<file path="src/rtl/bit_shift_flag_consts.svh">
`ifndef BIT_SHIFT_FLAG_CONSTS_SVH
`define BIT_SHIFT_FLAG_CONSTS_SVH

// ----------------------------------------
// status flag bit positions
// ----------------------------------------
`define FLAG_C 3'd0
`define FLAG_Z 3'd1
`define FLAG_N 3'd2
`define FLAG_V 3'd3
`define FLAG_S 3'd4
`define FLAG_H 3'd5
`define FLAG_T 3'd6
`define FLAG_I 3'd7

// ----------------------------------------
// apb register byte offsets
// ----------------------------------------
`define OFS_STATUS 8'h00
`define OFS_CTRL 8'h04
`define OFS_OP_COUNT 8'h08
`define OFS_LAST_RESULT 8'h0c

// ----------------------------------------
// control fields and reset values
// ----------------------------------------
`define CTRL_EXEC_EN_BIT 0
`define CTRL_SRAM_XTRA_BIT 1
`define RST_STATUS 8'h00
`define RST_CTRL 2'h3

// ----------------------------------------
// timing
// ----------------------------------------
`define EXEC_CYCLES 1
`define SRAM_EXTRA_CYCLES 4'h1

`endif

</file>
<file path="src/rtl/bit_shift_flag_pkg.sv">
package bit_shift_flag_pkg;

  typedef enum logic [4:0] {
    op_none,
    op_rotate_left_carry,
    op_rotate_right_carry,
    op_arith_shift_right,
    op_io_bit_set,
    op_io_bit_clear,
    op_bit_store_to_transfer,
    op_bit_load_from_transfer,
    op_indexed_flag_set,
    op_indexed_flag_clear,
    op_overflow_flag_set,
    op_overflow_flag_clear,
    op_half_carry_set,
    op_half_carry_clear,
    op_sign_flag_set,
    op_sign_flag_clear,
    op_carry_set,
    op_carry_clear,
    op_negative_set,
    op_negative_clear,
    op_zero_set,
    op_zero_clear,
    op_global_irq_enable,
    op_global_irq_disable,
    op_transfer_set,
    op_transfer_clear
  } op_t;

  typedef enum logic [1:0] {
    shift_rotate_left,
    shift_rotate_right,
    shift_arith_right
  } shift_kind_t;

  typedef enum {
    mem_idle,
    mem_count,
    mem_ext_wait
  } mem_state_t;

endpackage

</file>
<file path="src/rtl/shift_rotate_core.sv">
`timescale 1ns/1ps
`include "bit_shift_flag_consts.svh"

module shift_rotate_core
  import bit_shift_flag_pkg::*;
(
  // operation
  input wire shift_kind_t kind,
  input wire logic [7:0] operand,
  input wire logic carry_in,
  input wire logic [7:0] flags_in,
  // result
  output logic [7:0] result,
  output logic [7:0] flags_out
);

  logic carry_out;

  always_comb
  begin
    flags_out = flags_in;
    case (kind)
      shift_rotate_left:
      begin
        result = {operand[6:0], carry_in};
        carry_out = operand[7];
        flags_out[`FLAG_H] = operand[3];
      end
      shift_rotate_right:
      begin
        result = {carry_in, operand[7:1]};
        carry_out = operand[0];
      end
      shift_arith_right:
      begin
        result = {operand[7], operand[7:1]};
        carry_out = operand[0];
      end
      default:
      begin
        result = operand;
        carry_out = carry_in;
      end
    endcase
    // z, c, n and v are common to all three; h only for rotate left
    flags_out[`FLAG_C] = carry_out;
    flags_out[`FLAG_Z] = (result == 8'h00);
    flags_out[`FLAG_N] = result[7];
    flags_out[`FLAG_V] = result[7] ^ carry_out;
  end

endmodule

</file>
<file path="src/rtl/bit_shift_flag_unit.sv">
`timescale 1ns/1ps
`include "bit_shift_flag_consts.svh"

module bit_shift_flag_unit
  import bit_shift_flag_pkg::*;
(
  // clock and reset
  input wire logic sys_clk,
  input wire logic rst_b,
  // apb slave
  input wire logic psel,
  input wire logic penable,
  input wire logic pwrite,
  input wire logic [7:0] paddr,
  input wire logic [31:0] pwdata,
  output logic [31:0] prdata,
  output logic pready,
  output logic pslverr,
  // instruction from decoder
  input wire logic op_valid,
  input wire op_t op_code,
  input wire logic [7:0] reg_in,
  input wire logic [2:0] bit_sel,
  input wire logic [2:0] flag_sel,
  // io space read-modify-write
  input wire logic [5:0] io_addr_in,
  input wire logic [7:0] io_data_in,
  output logic [5:0] io_addr,
  output logic [7:0] io_wr_data,
  output logic io_we,
  // register file write back
  output logic [7:0] reg_out,
  output logic reg_we,
  output logic op_done,
  // status flags
  output logic [7:0] status_flags,
  // data memory access timing
  input wire logic mem_req,
  input wire logic [3:0] mem_base_cycles,
  input wire logic mem_internal_sram,
  input wire logic mem_external,
  input wire logic ext_ack,
  output logic mem_done
);

  // ----------------------------------------
  // shifter
  // ----------------------------------------
  shift_kind_t shift_kind;
  logic [7:0] shift_result;
  logic [7:0] shift_flags;
  logic [7:0] status_flags_r;

  always_comb
  begin
    case (op_code)
      op_rotate_right_carry: shift_kind = shift_rotate_right;
      op_arith_shift_right: shift_kind = shift_arith_right;
      default: shift_kind = shift_rotate_left;
    endcase
  end

  shift_rotate_core u_shift (
    .kind(shift_kind),
    .operand(reg_in),
    .carry_in(status_flags_r[`FLAG_C]),
    .flags_in(status_flags_r),
    .result(shift_result),
    .flags_out(shift_flags)
  );

  // ----------------------------------------
  // apb registers
  // ----------------------------------------
  logic [1:0] ctrl_r, ctrl_nxt;
  logic [31:0] prdata_r, prdata_nxt;
  logic pready_r, pready_nxt;
  logic pslverr_r, pslverr_nxt;
  logic [31:0] op_count_r, op_count_nxt;
  logic [7:0] last_result_r, last_result_nxt;
  logic apb_wr_status;
  logic exec;
  logic mapped;

  assign exec = op_valid & ctrl_r[`CTRL_EXEC_EN_BIT];

  always_comb
  begin
    mapped = (paddr == `OFS_STATUS) || (paddr == `OFS_CTRL) ||
             (paddr == `OFS_OP_COUNT) || (paddr == `OFS_LAST_RESULT);
    ctrl_nxt = ctrl_r;
    prdata_nxt = prdata_r;
    pslverr_nxt = pslverr_r;
    apb_wr_status = 1'b0;
    // one wait state keeps pready a plain flip-flop output
    pready_nxt = psel & penable & ~pready_r;
    if (psel & penable & ~pready_r)
    begin
      pslverr_nxt = ~mapped;
      case (paddr)
        `OFS_STATUS: prdata_nxt = {24'h000000, status_flags_r};
        `OFS_CTRL: prdata_nxt = {30'h0, ctrl_r};
        `OFS_OP_COUNT: prdata_nxt = op_count_r;
        `OFS_LAST_RESULT: prdata_nxt = {24'h000000, last_result_r};
        default: prdata_nxt = 32'h00000000;
      endcase
    end
    if (psel & penable & pready_r & pwrite)
    begin
      case (paddr)
        `OFS_STATUS: apb_wr_status = 1'b1;
        `OFS_CTRL: ctrl_nxt = pwdata[1:0];
        default: ctrl_nxt = ctrl_r;
      endcase
    end
  end

  always_ff @(posedge sys_clk)
  begin
    if (!rst_b)
    begin
      ctrl_r <= `RST_CTRL;
      prdata_r <= 32'h00000000;
      pready_r <= 1'b0;
      pslverr_r <= 1'b0;
    end
    else
    begin
      ctrl_r <= ctrl_nxt;
      prdata_r <= prdata_nxt;
      pready_r <= pready_nxt;
      pslverr_r <= pslverr_nxt;
    end
  end

  assign prdata = prdata_r;
  assign pready = pready_r;
  assign pslverr = pslverr_r;

  // ----------------------------------------
  // execution
  // ----------------------------------------
  logic [7:0] status_nxt;
  logic [7:0] flags_exec;
  logic flags_touched;
  logic [5:0] io_addr_r, io_addr_nxt;
  logic [7:0] io_wr_data_r, io_wr_data_nxt;
  logic io_we_r, io_we_nxt;
  logic [7:0] reg_out_r, reg_out_nxt;
  logic reg_we_r, reg_we_nxt;
  logic op_done_r, op_done_nxt;
  logic [7:0] bit_mask;

  assign bit_mask = 8'h01 << bit_sel;

  always_comb
  begin
    flags_exec = status_flags_r;
    flags_touched = 1'b0;
    io_addr_nxt = io_addr_r;
    io_wr_data_nxt = io_wr_data_r;
    io_we_nxt = 1'b0;
    reg_out_nxt = reg_out_r;
    reg_we_nxt = 1'b0;
    op_done_nxt = 1'b0;
    last_result_nxt = last_result_r;
    op_count_nxt = op_count_r;
    if (exec && op_code != op_none)
    begin
      op_done_nxt = 1'b1;
      op_count_nxt = op_count_r + 32'h00000001;
      flags_touched = 1'b1;
      case (op_code)
        op_rotate_left_carry, op_rotate_right_carry, op_arith_shift_right:
        begin
          reg_out_nxt = shift_result;
          reg_we_nxt = 1'b1;
          flags_exec = shift_flags;
          last_result_nxt = shift_result;
        end
        op_io_bit_set:
        begin
          io_addr_nxt = io_addr_in;
          io_wr_data_nxt = io_data_in | bit_mask;
          io_we_nxt = 1'b1;
          last_result_nxt = io_data_in | bit_mask;
          flags_touched = 1'b0;
        end
        op_io_bit_clear:
        begin
          io_addr_nxt = io_addr_in;
          io_wr_data_nxt = io_data_in & ~bit_mask;
          io_we_nxt = 1'b1;
          last_result_nxt = io_data_in & ~bit_mask;
          flags_touched = 1'b0;
        end
        op_bit_store_to_transfer: flags_exec[`FLAG_T] = reg_in[bit_sel];
        op_bit_load_from_transfer:
        begin
          // only the selected bit follows t, the rest pass through
          reg_out_nxt = status_flags_r[`FLAG_T] ? (reg_in | bit_mask) : (reg_in & ~bit_mask);
          reg_we_nxt = 1'b1;
          last_result_nxt = reg_out_nxt;
          flags_touched = 1'b0;
        end
        op_indexed_flag_set: flags_exec[flag_sel] = 1'b1;
        op_indexed_flag_clear: flags_exec[flag_sel] = 1'b0;
        op_overflow_flag_set: flags_exec[`FLAG_V] = 1'b1;
        op_overflow_flag_clear: flags_exec[`FLAG_V] = 1'b0;
        op_half_carry_set: flags_exec[`FLAG_H] = 1'b1;
        op_half_carry_clear: flags_exec[`FLAG_H] = 1'b0;
        op_sign_flag_set: flags_exec[`FLAG_S] = 1'b1;
        op_sign_flag_clear: flags_exec[`FLAG_S] = 1'b0;
        op_carry_set: flags_exec[`FLAG_C] = 1'b1;
        op_carry_clear: flags_exec[`FLAG_C] = 1'b0;
        op_negative_set: flags_exec[`FLAG_N] = 1'b1;
        op_negative_clear: flags_exec[`FLAG_N] = 1'b0;
        op_zero_set: flags_exec[`FLAG_Z] = 1'b1;
        op_zero_clear: flags_exec[`FLAG_Z] = 1'b0;
        op_global_irq_enable: flags_exec[`FLAG_I] = 1'b1;
        op_global_irq_disable: flags_exec[`FLAG_I] = 1'b0;
        op_transfer_set: flags_exec[`FLAG_T] = 1'b1;
        op_transfer_clear: flags_exec[`FLAG_T] = 1'b0;
        default:
        begin
          op_done_nxt = 1'b0;
          op_count_nxt = op_count_r;
          flags_touched = 1'b0;
        end
      endcase
    end
    // core update beats a software write landing in the same cycle
    if (flags_touched)
      status_nxt = flags_exec;
    else if (apb_wr_status)
      status_nxt = pwdata[7:0];
    else
      status_nxt = status_flags_r;
  end

  always_ff @(posedge sys_clk)
  begin
    if (!rst_b)
    begin
      status_flags_r <= `RST_STATUS;
      io_addr_r <= 6'h00;
      io_wr_data_r <= 8'h00;
      io_we_r <= 1'b0;
      reg_out_r <= 8'h00;
      reg_we_r <= 1'b0;
      op_done_r <= 1'b0;
      op_count_r <= 32'h00000000;
      last_result_r <= 8'h00;
    end
    else
    begin
      status_flags_r <= status_nxt;
      io_addr_r <= io_addr_nxt;
      io_wr_data_r <= io_wr_data_nxt;
      io_we_r <= io_we_nxt;
      reg_out_r <= reg_out_nxt;
      reg_we_r <= reg_we_nxt;
      op_done_r <= op_done_nxt;
      op_count_r <= op_count_nxt;
      last_result_r <= last_result_nxt;
    end
  end

  assign status_flags = status_flags_r;
  assign io_addr = io_addr_r;
  assign io_wr_data = io_wr_data_r;
  assign io_we = io_we_r;
  assign reg_out = reg_out_r;
  assign reg_we = reg_we_r;
  assign op_done = op_done_r;

  // ----------------------------------------
  // data memory access timing
  // ----------------------------------------
  mem_state_t mem_state_r, mem_state_nxt;
  logic [4:0] mem_cnt_r, mem_cnt_nxt;
  logic mem_done_r, mem_done_nxt;
  logic [4:0] mem_total;

  always_comb
  begin
    // a base count of zero is treated as one cycle
    mem_total = (mem_base_cycles == 4'h0) ? 5'd1 : {1'b0, mem_base_cycles};
    if (mem_internal_sram && ctrl_r[`CTRL_SRAM_XTRA_BIT])
      mem_total = mem_total + {1'b0, `SRAM_EXTRA_CYCLES};
    mem_state_nxt = mem_state_r;
    mem_cnt_nxt = mem_cnt_r;
    mem_done_nxt = 1'b0;
    case (mem_state_r)
      mem_idle:
      begin
        if (mem_req && mem_external)
          mem_state_nxt = mem_ext_wait;
        else if (mem_req)
        begin
          mem_cnt_nxt = mem_total;
          mem_state_nxt = mem_count;
        end
      end
      mem_count:
      begin
        if (mem_cnt_r <= 5'd1)
        begin
          mem_done_nxt = 1'b1;
          mem_state_nxt = mem_idle;
        end
        else
          mem_cnt_nxt = mem_cnt_r - 5'd1;
      end
      mem_ext_wait:
      begin
        // external ram sets its own pace, no fixed count applies
        if (ext_ack)
        begin
          mem_done_nxt = 1'b1;
          mem_state_nxt = mem_idle;
        end
      end
      default: mem_state_nxt = mem_idle;
    endcase
  end

  always_ff @(posedge sys_clk)
  begin
    if (!rst_b)
    begin
      mem_state_r <= mem_idle;
      mem_cnt_r <= 5'd0;
      mem_done_r <= 1'b0;
    end
    else
    begin
      mem_state_r <= mem_state_nxt;
      mem_cnt_r <= mem_cnt_nxt;
      mem_done_r <= mem_done_nxt;
    end
  end

  assign mem_done = mem_done_r;

endmodule

</file>
<file path="config.mk">
export PLATFORM = sky130hd
export DESIGN_NAME = bit_shift_flag_unit
export DESIGN_NICKNAME = d
export VERILOG_FILES = /design/src/rtl/bit_shift_flag_pkg.sv /design/src/rtl/shift_rotate_core.sv /design/src/rtl/bit_shift_flag_unit.sv
export VERILOG_INCLUDE_DIRS = /design/src /design/src/rtl
export SDC_FILE = /design/constraint.sdc
export NUM_CORES = 1
export LEC_CHECK = 0
export BUFFER_PORTS_ARGS = -buffer_cell sky130_fd_sc_hd__clkbuf_2
export CORE_ASPECT_RATIO = 0.7
export CORE_MARGIN = 4
export CORE_UTILIZATION = 51
export CTS_BUF_LIST = sky130_fd_sc_hd__clkbuf_4 sky130_fd_sc_hd__clkbuf_8
export CTS_CLUSTER_SIZE = 12
export DETAILED_ROUTE_END_ITERATION = 6
export PLACE_DENSITY = 0.79
export SYNTH_ARGS = -nofsm -noshare
export SYNTH_HDL_FRONTEND = slang
export SYNTH_SLANG_ARGS = --single-unit
</file>
<file path="constraint.sdc">
create_clock -name sys_clk -period 3.4 [get_ports sys_clk]
set_input_delay 0.68 -clock sys_clk [delete_from_list [all_inputs] [get_ports sys_clk]]
set_output_delay 0.68 -clock sys_clk [all_outputs]
set_load 0.01 [all_outputs]
</file>
==> impl_metrics.tcl, run 1 <==
set metrics [dict create \
    clock_skew_ns 0.00844 \
    p_leak_nw 3.09 \
    grt_pass1_wl_mm 31.4 \
    min_to "io_addr[5]$_SDFFE_PN0P_" \
    ys_async_sr_fraction 0 \
    syn_avg_cell_area_um2 8.13 \
    met2_usage 0.359 \
    drt_iter0_markers 631 \
    hp-class "reg2reg" \
    vdd_drop_max_uv 287 \
    die_h_um 104 \
    slew_violations 0 \
    synthesis.area_um2 6710 \
    clk_latency_ns 0.43 \
    cts_buffer_depth 2 \
    overflow 0 \
    initial_core_util 0.531 \
    grt_max_degree 50 \
    timing.slew.headroom 0.608 \
    tns_ns 0 \
    r2r-start "op_count_r[8]$_SDFFE_PN0P_" \
    synthToLayoutAreaGrowth_pct 18.2 \
    end_kind "register" \
    tritoncts "done" \
    post_cts_resized 0 \
    worstReg2RegEnd "op_count_r[29]$_SDFFE_PN0P_" \
    die_area_um2 15100 \
    postRouteAntennaNets 0 \
    dp_hpwl_mm 13.7 \
    port_buffers 130 \
    drc_errors 0 \
    min_from "io_addr[5]$_SDFFE_PN0P_" \
    place.gp.congestion 0.961 \
    synthFlopType "dfxtp_1" \
    worstSetupStartpointType "primary input" \
    synth_warnings 0 \
    drive_above_1_share 0.253 \
    cp.required_ns 3.78 \
    grt_setup_unrepaired "no" \
    cp_data_arrival_time_ns 3.19 \
    core-area_um2 12600 \
    crit_type "in2reg" \
    holdPathStages 2 \
    ios 155 \
    clk_pin_slew_ns 0.08 \
    tightest_slew_ns 0.587 \
    synth-edff-count 0 \
    grtUsageMet1 0.363 \
    critical_path_peak_fanout 7 \
    grt_pass1_vias 6154 \
    first_pass_iters 5 \
    rr_worst_depth 6 \
    post_drt_wl_per_cell_um 17.1 \
    fin_nets 1039 \
    die_w_um 145 \
    use_met3 0.0653 \
    busiest_layer "met1" \
    htree_num_levels 4 \
    postCtsSetupRepairBufs 0 \
    via_count 6613 \
    numCtsBuffers 17 \
    rows 34 \
    n_antenna_cell 0 \
    hold_violations 0 \
    drv_cap 0 \
    finalCriticalPeriod_ns 2.81 \
    status "complete, no violations" \
    ys_types 79 \
    track_usage 0.249 \
    utilization 0.628 \
    syn_inst 825 \
    antenna_found_initial 0 \
    finalSetupViolations 0 \
    p_per_area_nw_per_um2 444 \
    layout_worst_path_cycle_share 0.827 \
    synthesis.nets 922 \
    r2r_setup_slack_ns 1.35 \
    max_freq_ghz 0.356 \
    clock-sinks 117 \
    ctsRootBufferMaster "clkbuf_8" \
    seq_area_frac_synth 0.349 \
    postCtsHoldBufs 0 \
    via_per_inst 5.92 \
    routed_wirelength_mm 19.2 \
    synth_seq_cells 117 \
]
==> placed cells by master, fill, tap and decap left out, types with 5 or more instances in the layout <==
cell type / synthesis / routed
nand3b_1: 6 / 6
mux2_2: 7 / 7
nor3_1: 9 / 9
nand2b_1: 7 / 7
mux2i_1: 15 / 15
bufinv_16: 0 / 5
ha_1: 10 / 10
inv_1: 27 / 27
nor4_2: 8 / 8
buf_4: 6 / 20
nor2_1: 125 / 125
a211oi_1: 14 / 14
a22oi_1: 33 / 33
clkinvlp_4: 0 / 5
dfxtp_1: 117 / 117
a21oi_1: 56 / 56
nand3_1: 15 / 15
clkbuf_2: 0 / 130
and2_1: 6 / 6
nor2b_1: 10 / 10
or2_2: 5 / 5
a31oi_1: 21 / 21
o211ai_1: 9 / 9
clkbuf_8: 0 / 17
nand2_1: 71 / 71
nor3b_1: 11 / 11
nor3_2: 14 / 14
or3_1: 10 / 10
xnor2_1: 29 / 29
o21ai_0: 50 / 50
==> state kept, by name, summed over array words and instances, names as in the netlist, 5 cells and up <==
name,flops
io_addr,6
prdata,32
reg_out,8
mem_cnt_r,5
op_count_r,32
io_wr_data,8
last_result_r,8
status_flags,8
==> worst max-delay path, cell delays in order <==
cell,delay [ns]
clkbuf_2,0.10
inv_2,0.11
nand2_1,0.08
nor2_1,0.16
nand2_1,0.14
ha_1,0.24
or2_1,0.26
a221o_1,0.38
a221oi_1,0.34
o2111ai_1,0.29
a211oi_1,0.28
a31o_1,0.13
==> layout make-up <==
| type | instances | area, um2 |
|---|---|---|
| fill | 1117 | 4710 |
| multi-input combinational | 626 | 3990 |
| sequential | 117 | 2340 |
| timing repair buffer | 151 | 821 |
| clock buffer | 17 | 234 |
| clock inverter | 15 | 228 |
| tap | 162 | 203 |
| inverter | 29 | 109 |
==> cells in the mapped netlist, types with 8 or more instances <==
cell / count / area (um2)
inv_1: 27 / 101
nor3_2: 14 / 140
or3_1: 10 / 62.6
a31oi_1: 21 / 131
nor3_1: 9 / 45.0
o21ai_0: 50 / 250
ha_1: 10 / 125
nand2_1: 71 / 267
a211oi_1: 14 / 105
xnor2_1: 29 / 254
nand3_1: 15 / 75.1
clkbuf_1: 29 / 109
buf_2: 15 / 75.1
nor2b_1: 10 / 62.6
a22oi_1: 33 / 248
nor4_2: 8 / 100
nor2_1: 125 / 469
a21oi_1: 56 / 280
mux2i_1: 15 / 150
dfxtp_1: 117 / 2340
nor3b_1: 11 / 82.6
o211ai_1: 9 / 67.6
==> worst max path at each step <==
stage / from / end / slack [ns] / cells after the start
after floorplan: op_code[1] / status_flags[1]$_SDFFE_PN0P_ / 0.22 / 13
after CTS: op_code[3] / status_flags[1]$_SDFFE_PN0P_ / 0.69 / 12
after global placement: op_code[3] / status_flags[1]$_SDFFE_PN0P_ / 0.38 / 12
final: op_code[3] / status_flags[1]$_SDFFE_PN0P_ / 0.59 / 12
after detailed placement: op_code[3] / status_flags[1]$_SDFFE_PN0P_ / 0.22 / 12
after global routing: op_code[3] / status_flags[1]$_SDFFE_PN0P_ / 0.43 / 12
==> kinds of logic (layout without fill, tap and decap cells) <==
kind of cell               Yosys count  count (layout)  synth area share
and+or+nand+nor                    326             326             0.258
AOI/OAI and AO/OA                  233             233             0.230
DFF                                117             117             0.349
buffers and inverters               82             212            0.0554
xor gates and xnor gates            31              31            0.0405
muxes                               26              26            0.0476
adders and majority gates           10              10            0.0187
==> per-stage QoR <==
stage / hold slack (ns) / power [mW] / area, um2 / std cells / worst slack, ns
6_report: 0.456 / 3.52 / 7930 / 1117 / 0.587
4_1_cts: 0.438 / 3.52 / 7930 / 1117 / 0.686
3_5_place_dp: 0.448 / 2.04 / 7470 / 1085 / 0.219
5_1_grt: 0.450 / 3.66 / 7930 / 1117 / 0.428
3_3_place_gp: 0.441 / 2.02 / 7470 / 1085 / 0.383
2_1_floorplan: 0.446 / 1.86 / 6710 / 825 / 0.220
==> power by group <==
part           leakage (nW)  switching, mW  internal (mW)
clock network         0.215          0.616          0.878
registers             0.947         0.0498           1.42
logic                  1.93          0.338          0.217
==> metal layers <==
| layer | vias up | part of all wire |
|---|---|---|
| met3 | 29 | 0.094 |
| li1 | 3213 | - |
| met4 | 0 | 0.014 |
| met1 | 3053 | 0.47 |
| met2 | 318 | 0.42 |
| met5 | - | 0 |
No activity file was read; power rests on OpenSTA's default activity.
==> inputs of run 2 (changes only) <==
Clock period 3.4 ns to 2.5 ns, I/O delays scaled along.
==> impl_metrics.tcl, run 2 (synthesis results as in run 1) <==
set metrics [dict create \
    final_cell_area_um2 8160 \
    status "complete, no violations" \
    die_w_um 145 \
    core-area_um2 12600 \
    drv_cap 0 \
    path_depth 13 \
    drc_errors 0 \
    grt_pass1_vias 6235 \
    port_buffers 130 \
    drt_iter0_markers 557 \
    clock_skew_ns 0.0147 \
    cp_data_arrival_time_ns 2.59 \
    use_met3 0.0793 \
    cp_cell_sequence "clkbuf_2, inv_2, nand2_4, nor2_4, nand2_2, inv_2, ha_1, a221oi_1, a21oi_1, xnor2_1, nor2_1, a211oi_1, o32ai_1" \
    fin_nets 1064 \
    cts_buffer_depth 2 \
    placed_area_um2 7720 \
    finalCriticalPeriod_ns 2.29 \
    final_cell_mix "clkbuf_2, nor2_1, dfxtp_1" \
    postCtsSetupRepairBufs 0 \
    tritoncts "done" \
    p_switching_mw 1.32 \
    finalSetupViolations 0 \
    post_drt_wl_per_cell_um 16.8 \
    place_ws_ns -0.162 \
    vdd_drop_max_uv 434 \
    place.gp.congestion 0.977 \
    grt_pass1_wl_mm 32.1 \
    met2_usage 0.352 \
    cp.required_ns 2.80 \
    antenna_found_initial 0 \
    n_antenna_cell 0 \
    p_int_mw 3.38 \
    p_seq_frac 0.424 \
    clkPwrFrac 0.409 \
    ctsRootBufferMaster "clkbuf_8" \
    tightest_slew_ns 0.591 \
    end_kind "register" \
    dp_hpwl_mm 14.2 \
    die_area_um2 15100 \
    crit_top_cell "inv_2" \
    numCtsBuffers 17 \
    rr_worst_depth 6 \
    crit_type "in2reg" \
    hp-class "in2reg" \
    postRouteAntennaNets 0 \
    post_cts_resized 0 \
    worstSetupStartpointType "primary input" \
    fin_hold_ws_ns 0.300 \
    rows 34 \
    first_pass_iters 5 \
    via_count 6750 \
    via_per_inst 5.91 \
    grt_setup_unrepaired "no" \
    cpPeakStageDelay_ns 0.41 \
    layout_worst_path_cycle_share 0.916 \
    grt_max_degree 80 \
    fill_cells 1097 \
    comb_power_share 0.166 \
    ios 155 \
    overflow 0 \
    final_cells 1142 \
    tns_ns 0 \
    routed_wirelength_mm 19.2 \
    htree_num_levels 4 \
    timing.slew.headroom 0.605 \
    p_sw_frac 0.281 \
    track_usage 0.255 \
    slew_violations 0 \
    max_freq_ghz 0.437 \
    crit_path_top_delay_cell "ha_1" \
    p_per_area_nw_per_um2 577 \
    grtUsageMet1 0.379 \
    dp_cells 1110 \
    drive_above_1_share 0.282 \
    clk_pin_slew_ns 0.07 \
    clk_latency_ns 0.42 \
    mostFrequentLayoutCell "clkbuf_2" \
    crit_family "compound AO/OA/AOI/OAI gates" \
    busiest_layer "met1" \
    utilization 0.646 \
    critical_path_peak_fanout 12 \
    synthToLayoutAreaGrowth_pct 21.7 \
    die_h_um 104 \
    critical_path_buf_inv_count 3 \
    initial_core_util 0.531 \
    holdPathStages 3 \
    fin_ws_ns 0.210 \
    postCtsHoldBufs 0 \
    clock-sinks 117 \
    hold_violations 0 \
    report.power.total_mw 4.71 \
    seqCellArea_um2 2340 \
    p_leak_nw 3.23 \
    multi_input_area_um2 4040 \
]
run 2: cell types whose count changed in the layout (fill, tap and decap cells not counted), moves of 2 or more:
| cell | delta |
|---|---|
| inv_1 | -2 |
| clkbuf_8 | +2 |
| clkinv_2 | +3 |
| ha_4 | +2 |
| buf_4 | +24 |
| nand2_1 | -3 |
| nand2_2 | +2 |
| ha_1 | -2 |
| clkinvlp_4 | -2 |
| inv_2 | +2 |
| inv_6 | -3 |
run 2: path summary, 6_finish.rpt:
path	endpoint	slack, ns	start
setup / recovery	status_flags[3]$_SDFFE_PN0P_	0.21	op_code[3]
hold reg to reg	io_addr[5]$_SDFFE_PN0P_	0.46	io_addr[5]$_SDFFE_PN0P_
setup reg to reg	op_count_r[30]$_SDFFE_PN0P_	0.48	op_count_r[9]$_SDFFE_PN0P_
hold / removal	io_addr[5]$_SDFFE_PN0P_	0.30	io_addr_in[5]
run 2: final cells by class:
cell class	instances	area share
clock buffer	19	0.0320
inverter	29	0.0133
clock inverter	13	0.0221
timing repair buffer	176	0.125
sequential	117	0.287
tap	162	0.0248
multi-input combinational	626	0.496
run 2: per-layer routing:
| layer | part of all wire | up-vias |
|---|---|---|
| li1 | - | 3261 |
| met1 | 0.48 | 3152 |
| met3 | 0.11 | 23 |
| met2 | 0.40 | 314 |
| met5 | 0 | - |
| met4 | 0.016 | 0 |
run 2: worst reg2reg max path, delay by kind of cell (launching register included):
kind                      cells  cell delay [ns]
and+or+nand+nor               5             1.28
DFF                           1             0.44
xor gates and xnor gates      1             0.17
run 2: power by group through the flow:
stage	combinational, mW	sequential [mW]	clock [mW]
detailed placement	0.763	2.04	0
global placement	0.755	2.04	0
global route	0.872	2.00	2.03
finish	0.783	2.00	1.93
floorplan	0.523	2.02	0
CTS	0.769	1.99	1.95
==> inputs of run 3 (changes only) <==
Settings changed: CORE_UTILIZATION 51 to 61, PLACE_DENSITY 0.79 to 0.89.
Clock period 2.5 ns to 2.7 ns, I/O delays scaled along.
==> impl_metrics.tcl, run 3 (synthesis results as in run 1) <==
set metrics [dict create \
    fin_hold_ws_ns 0.321 \
    worstSetupStartpointType "primary input" \
    vdd_drop_max_uv 363 \
    ios 155 \
    seqCellArea_um2 2340 \
    place_ws_ns -0.0352 \
    postCtsHoldBufs 0 \
    p_per_area_nw_per_um2 525 \
    tritoncts "done" \
    die_w_um 133 \
    post_cts_resized 0 \
    place.gp.congestion 0.997 \
    r2r_setup_slack_ns 0.71 \
    rows 31 \
    final_cell_mix "clkbuf_2, nor2_1, dfxtp_1" \
    postCtsSetupRepairBufs 0 \
    critical_path_peak_fanout 3 \
    hold_violations 0 \
    crit_type "in2reg" \
    synthToLayoutAreaGrowth_pct 18.8 \
    drive_above_1_share 0.269 \
    grt_max_degree 74 \
    min_from "io_addr_in[5]" \
    ctsRootBufferMaster "clkbuf_8" \
    timing.slew.headroom 0.592 \
    grt_pass1_vias 6341 \
    port_buffers 130 \
    mostFrequentLayoutCell "clkbuf_2" \
    post_drt_wl_per_cell_um 17.3 \
    fin_ws_ns 0.319 \
    antenna_found_initial 0 \
    die_h_um 95.7 \
    status "finished, violations left" \
    via_count 6901 \
    rr_worst_depth 6 \
    tns_ns 0 \
    dp_hpwl_mm 13.7 \
    drv_cap 0 \
    cts_buffer_depth 2 \
    tightest_slew_ns 0.611 \
    r2r-start "op_count_r[8]$_SDFFE_PN0P_" \
    grt_setup_unrepaired "no" \
    end_kind "register" \
    core-area_um2 10600 \
    numCtsBuffers 17 \
    clk_latency_ns 0.44 \
    placed_area_um2 7560 \
    hp-class "in2reg" \
    worstReg2RegEnd "op_count_r[29]$_SDFFE_PN0P_" \
    overflow 0 \
    finalSetupViolations 0 \
    violations "design-rule violations" \
    clock_skew_ns 0.0137 \
    via_per_inst 6.20 \
    p_leak_nw 3.12 \
    final_cell_area_um2 7970 \
    initial_core_util 0.636 \
    cp_data_arrival_time_ns 2.77 \
    multi_input_area_um2 4030 \
    holdPathStages 3 \
    slew_violations 0 \
    track_usage 0.301 \
    first_pass_iters 7 \
    fin_nets 1049 \
    cp.required_ns 3.09 \
    dp_cells 1081 \
    clk_pin_slew_ns 0.08 \
    finalCriticalPeriod_ns 2.38 \
    drc_errors 2 \
    layout_worst_path_cycle_share 0.882 \
    crit_path_top_delay_cell "a221o_1" \
    drt_iter0_markers 916 \
    clock-sinks 117 \
    cpPeakStageDelay_ns 0.33 \
    die_area_um2 12800 \
    routed_wirelength_mm 19.3 \
    max_freq_ghz 0.420 \
    final_cells 1113 \
    min_to "io_addr[5]$_SDFFE_PN0P_" \
    postRouteAntennaNets 0 \
    grt_pass1_wl_mm 30.9 \
    cp_cell_sequence "clkbuf_2, nor2b_1, nand2_2, inv_1, ha_2, or2_1, a221o_1, a221oi_2, o2111ai_1, a211oi_1, a31o_1" \
    htree_num_levels 4 \
    fill_cells 810 \
    n_antenna_cell 0 \
]
==> run 3: cell count changes in the layout (fill, tap and decap cells not counted), sizes merged <==
cell      delta
buf         -15
clkinv       -3
bufinv       -2
clkbuf       +2
clkinvlp     +2
inv          +1
==> run 3: through the flow <==
step | total power [mW] | utilization
2_1_floorplan | 2.35 | -
3_3_place_gp | 2.55 | 0.717
3_5_place_dp | 2.57 | 0.717
4_1_cts | 4.17 | 0.755
5_1_grt | 4.37 | 0.755
6_report | 4.19 | 0.755
==> run 3: how the worst max path moves through the flow <==
stage	depth (start not counted)	startpoint	end
floorplan	14	op_code[1]	status_flags[1]$_SDFFE_PN0P_
global placement	10	op_code[0]	status_flags[1]$_SDFFE_PN0P_
detailed placement	11	op_code[0]	status_flags[1]$_SDFFE_PN0P_
CTS	11	op_code[0]	status_flags[1]$_SDFFE_PN0P_
global route	14	op_code[3]	status_flags[1]$_SDFFE_PN0P_
finish	11	op_code[0]	status_flags[1]$_SDFFE_PN0P_
==> run 3: layout make-up <==
cell class / count / share of cell area
multi-input cells: 626 / 0.506
flip-flops and latches: 117 / 0.294
well taps: 148 / 0.0232
repair buffers: 161 / 0.112
clock inverters: 11 / 0.0157
inverters: 29 / 0.0137
clock buffers: 21 / 0.0355
==> run 3: power by group <==
part,internal [mW],switching (mW)
Clock,0.903,0.726
Sequential,1.79,0.0626
Combinational,0.284,0.425
Total,2.97,1.21
==> run 3: critical path: cells and delay by family <==
family | cells | cell delay (ns)
adder cells (fa/ha/maj) | 1 | 0.20
buffers and inverters | 2 | 0.20
AND/OR/NAND/NOR | 3 | 0.53
AO/OA/AOI/OAI | 5 | 1.30
==> run 3: metal layers <==
layer  vias to the layer above  wire [um]  global-route usage
met3                        50       2450               0.107
met5                         -          0                   0
met1                      3179       8270               0.410
met4                         0        406              0.0967
li1                       3228          -                   -
met2                       444       8180               0.450
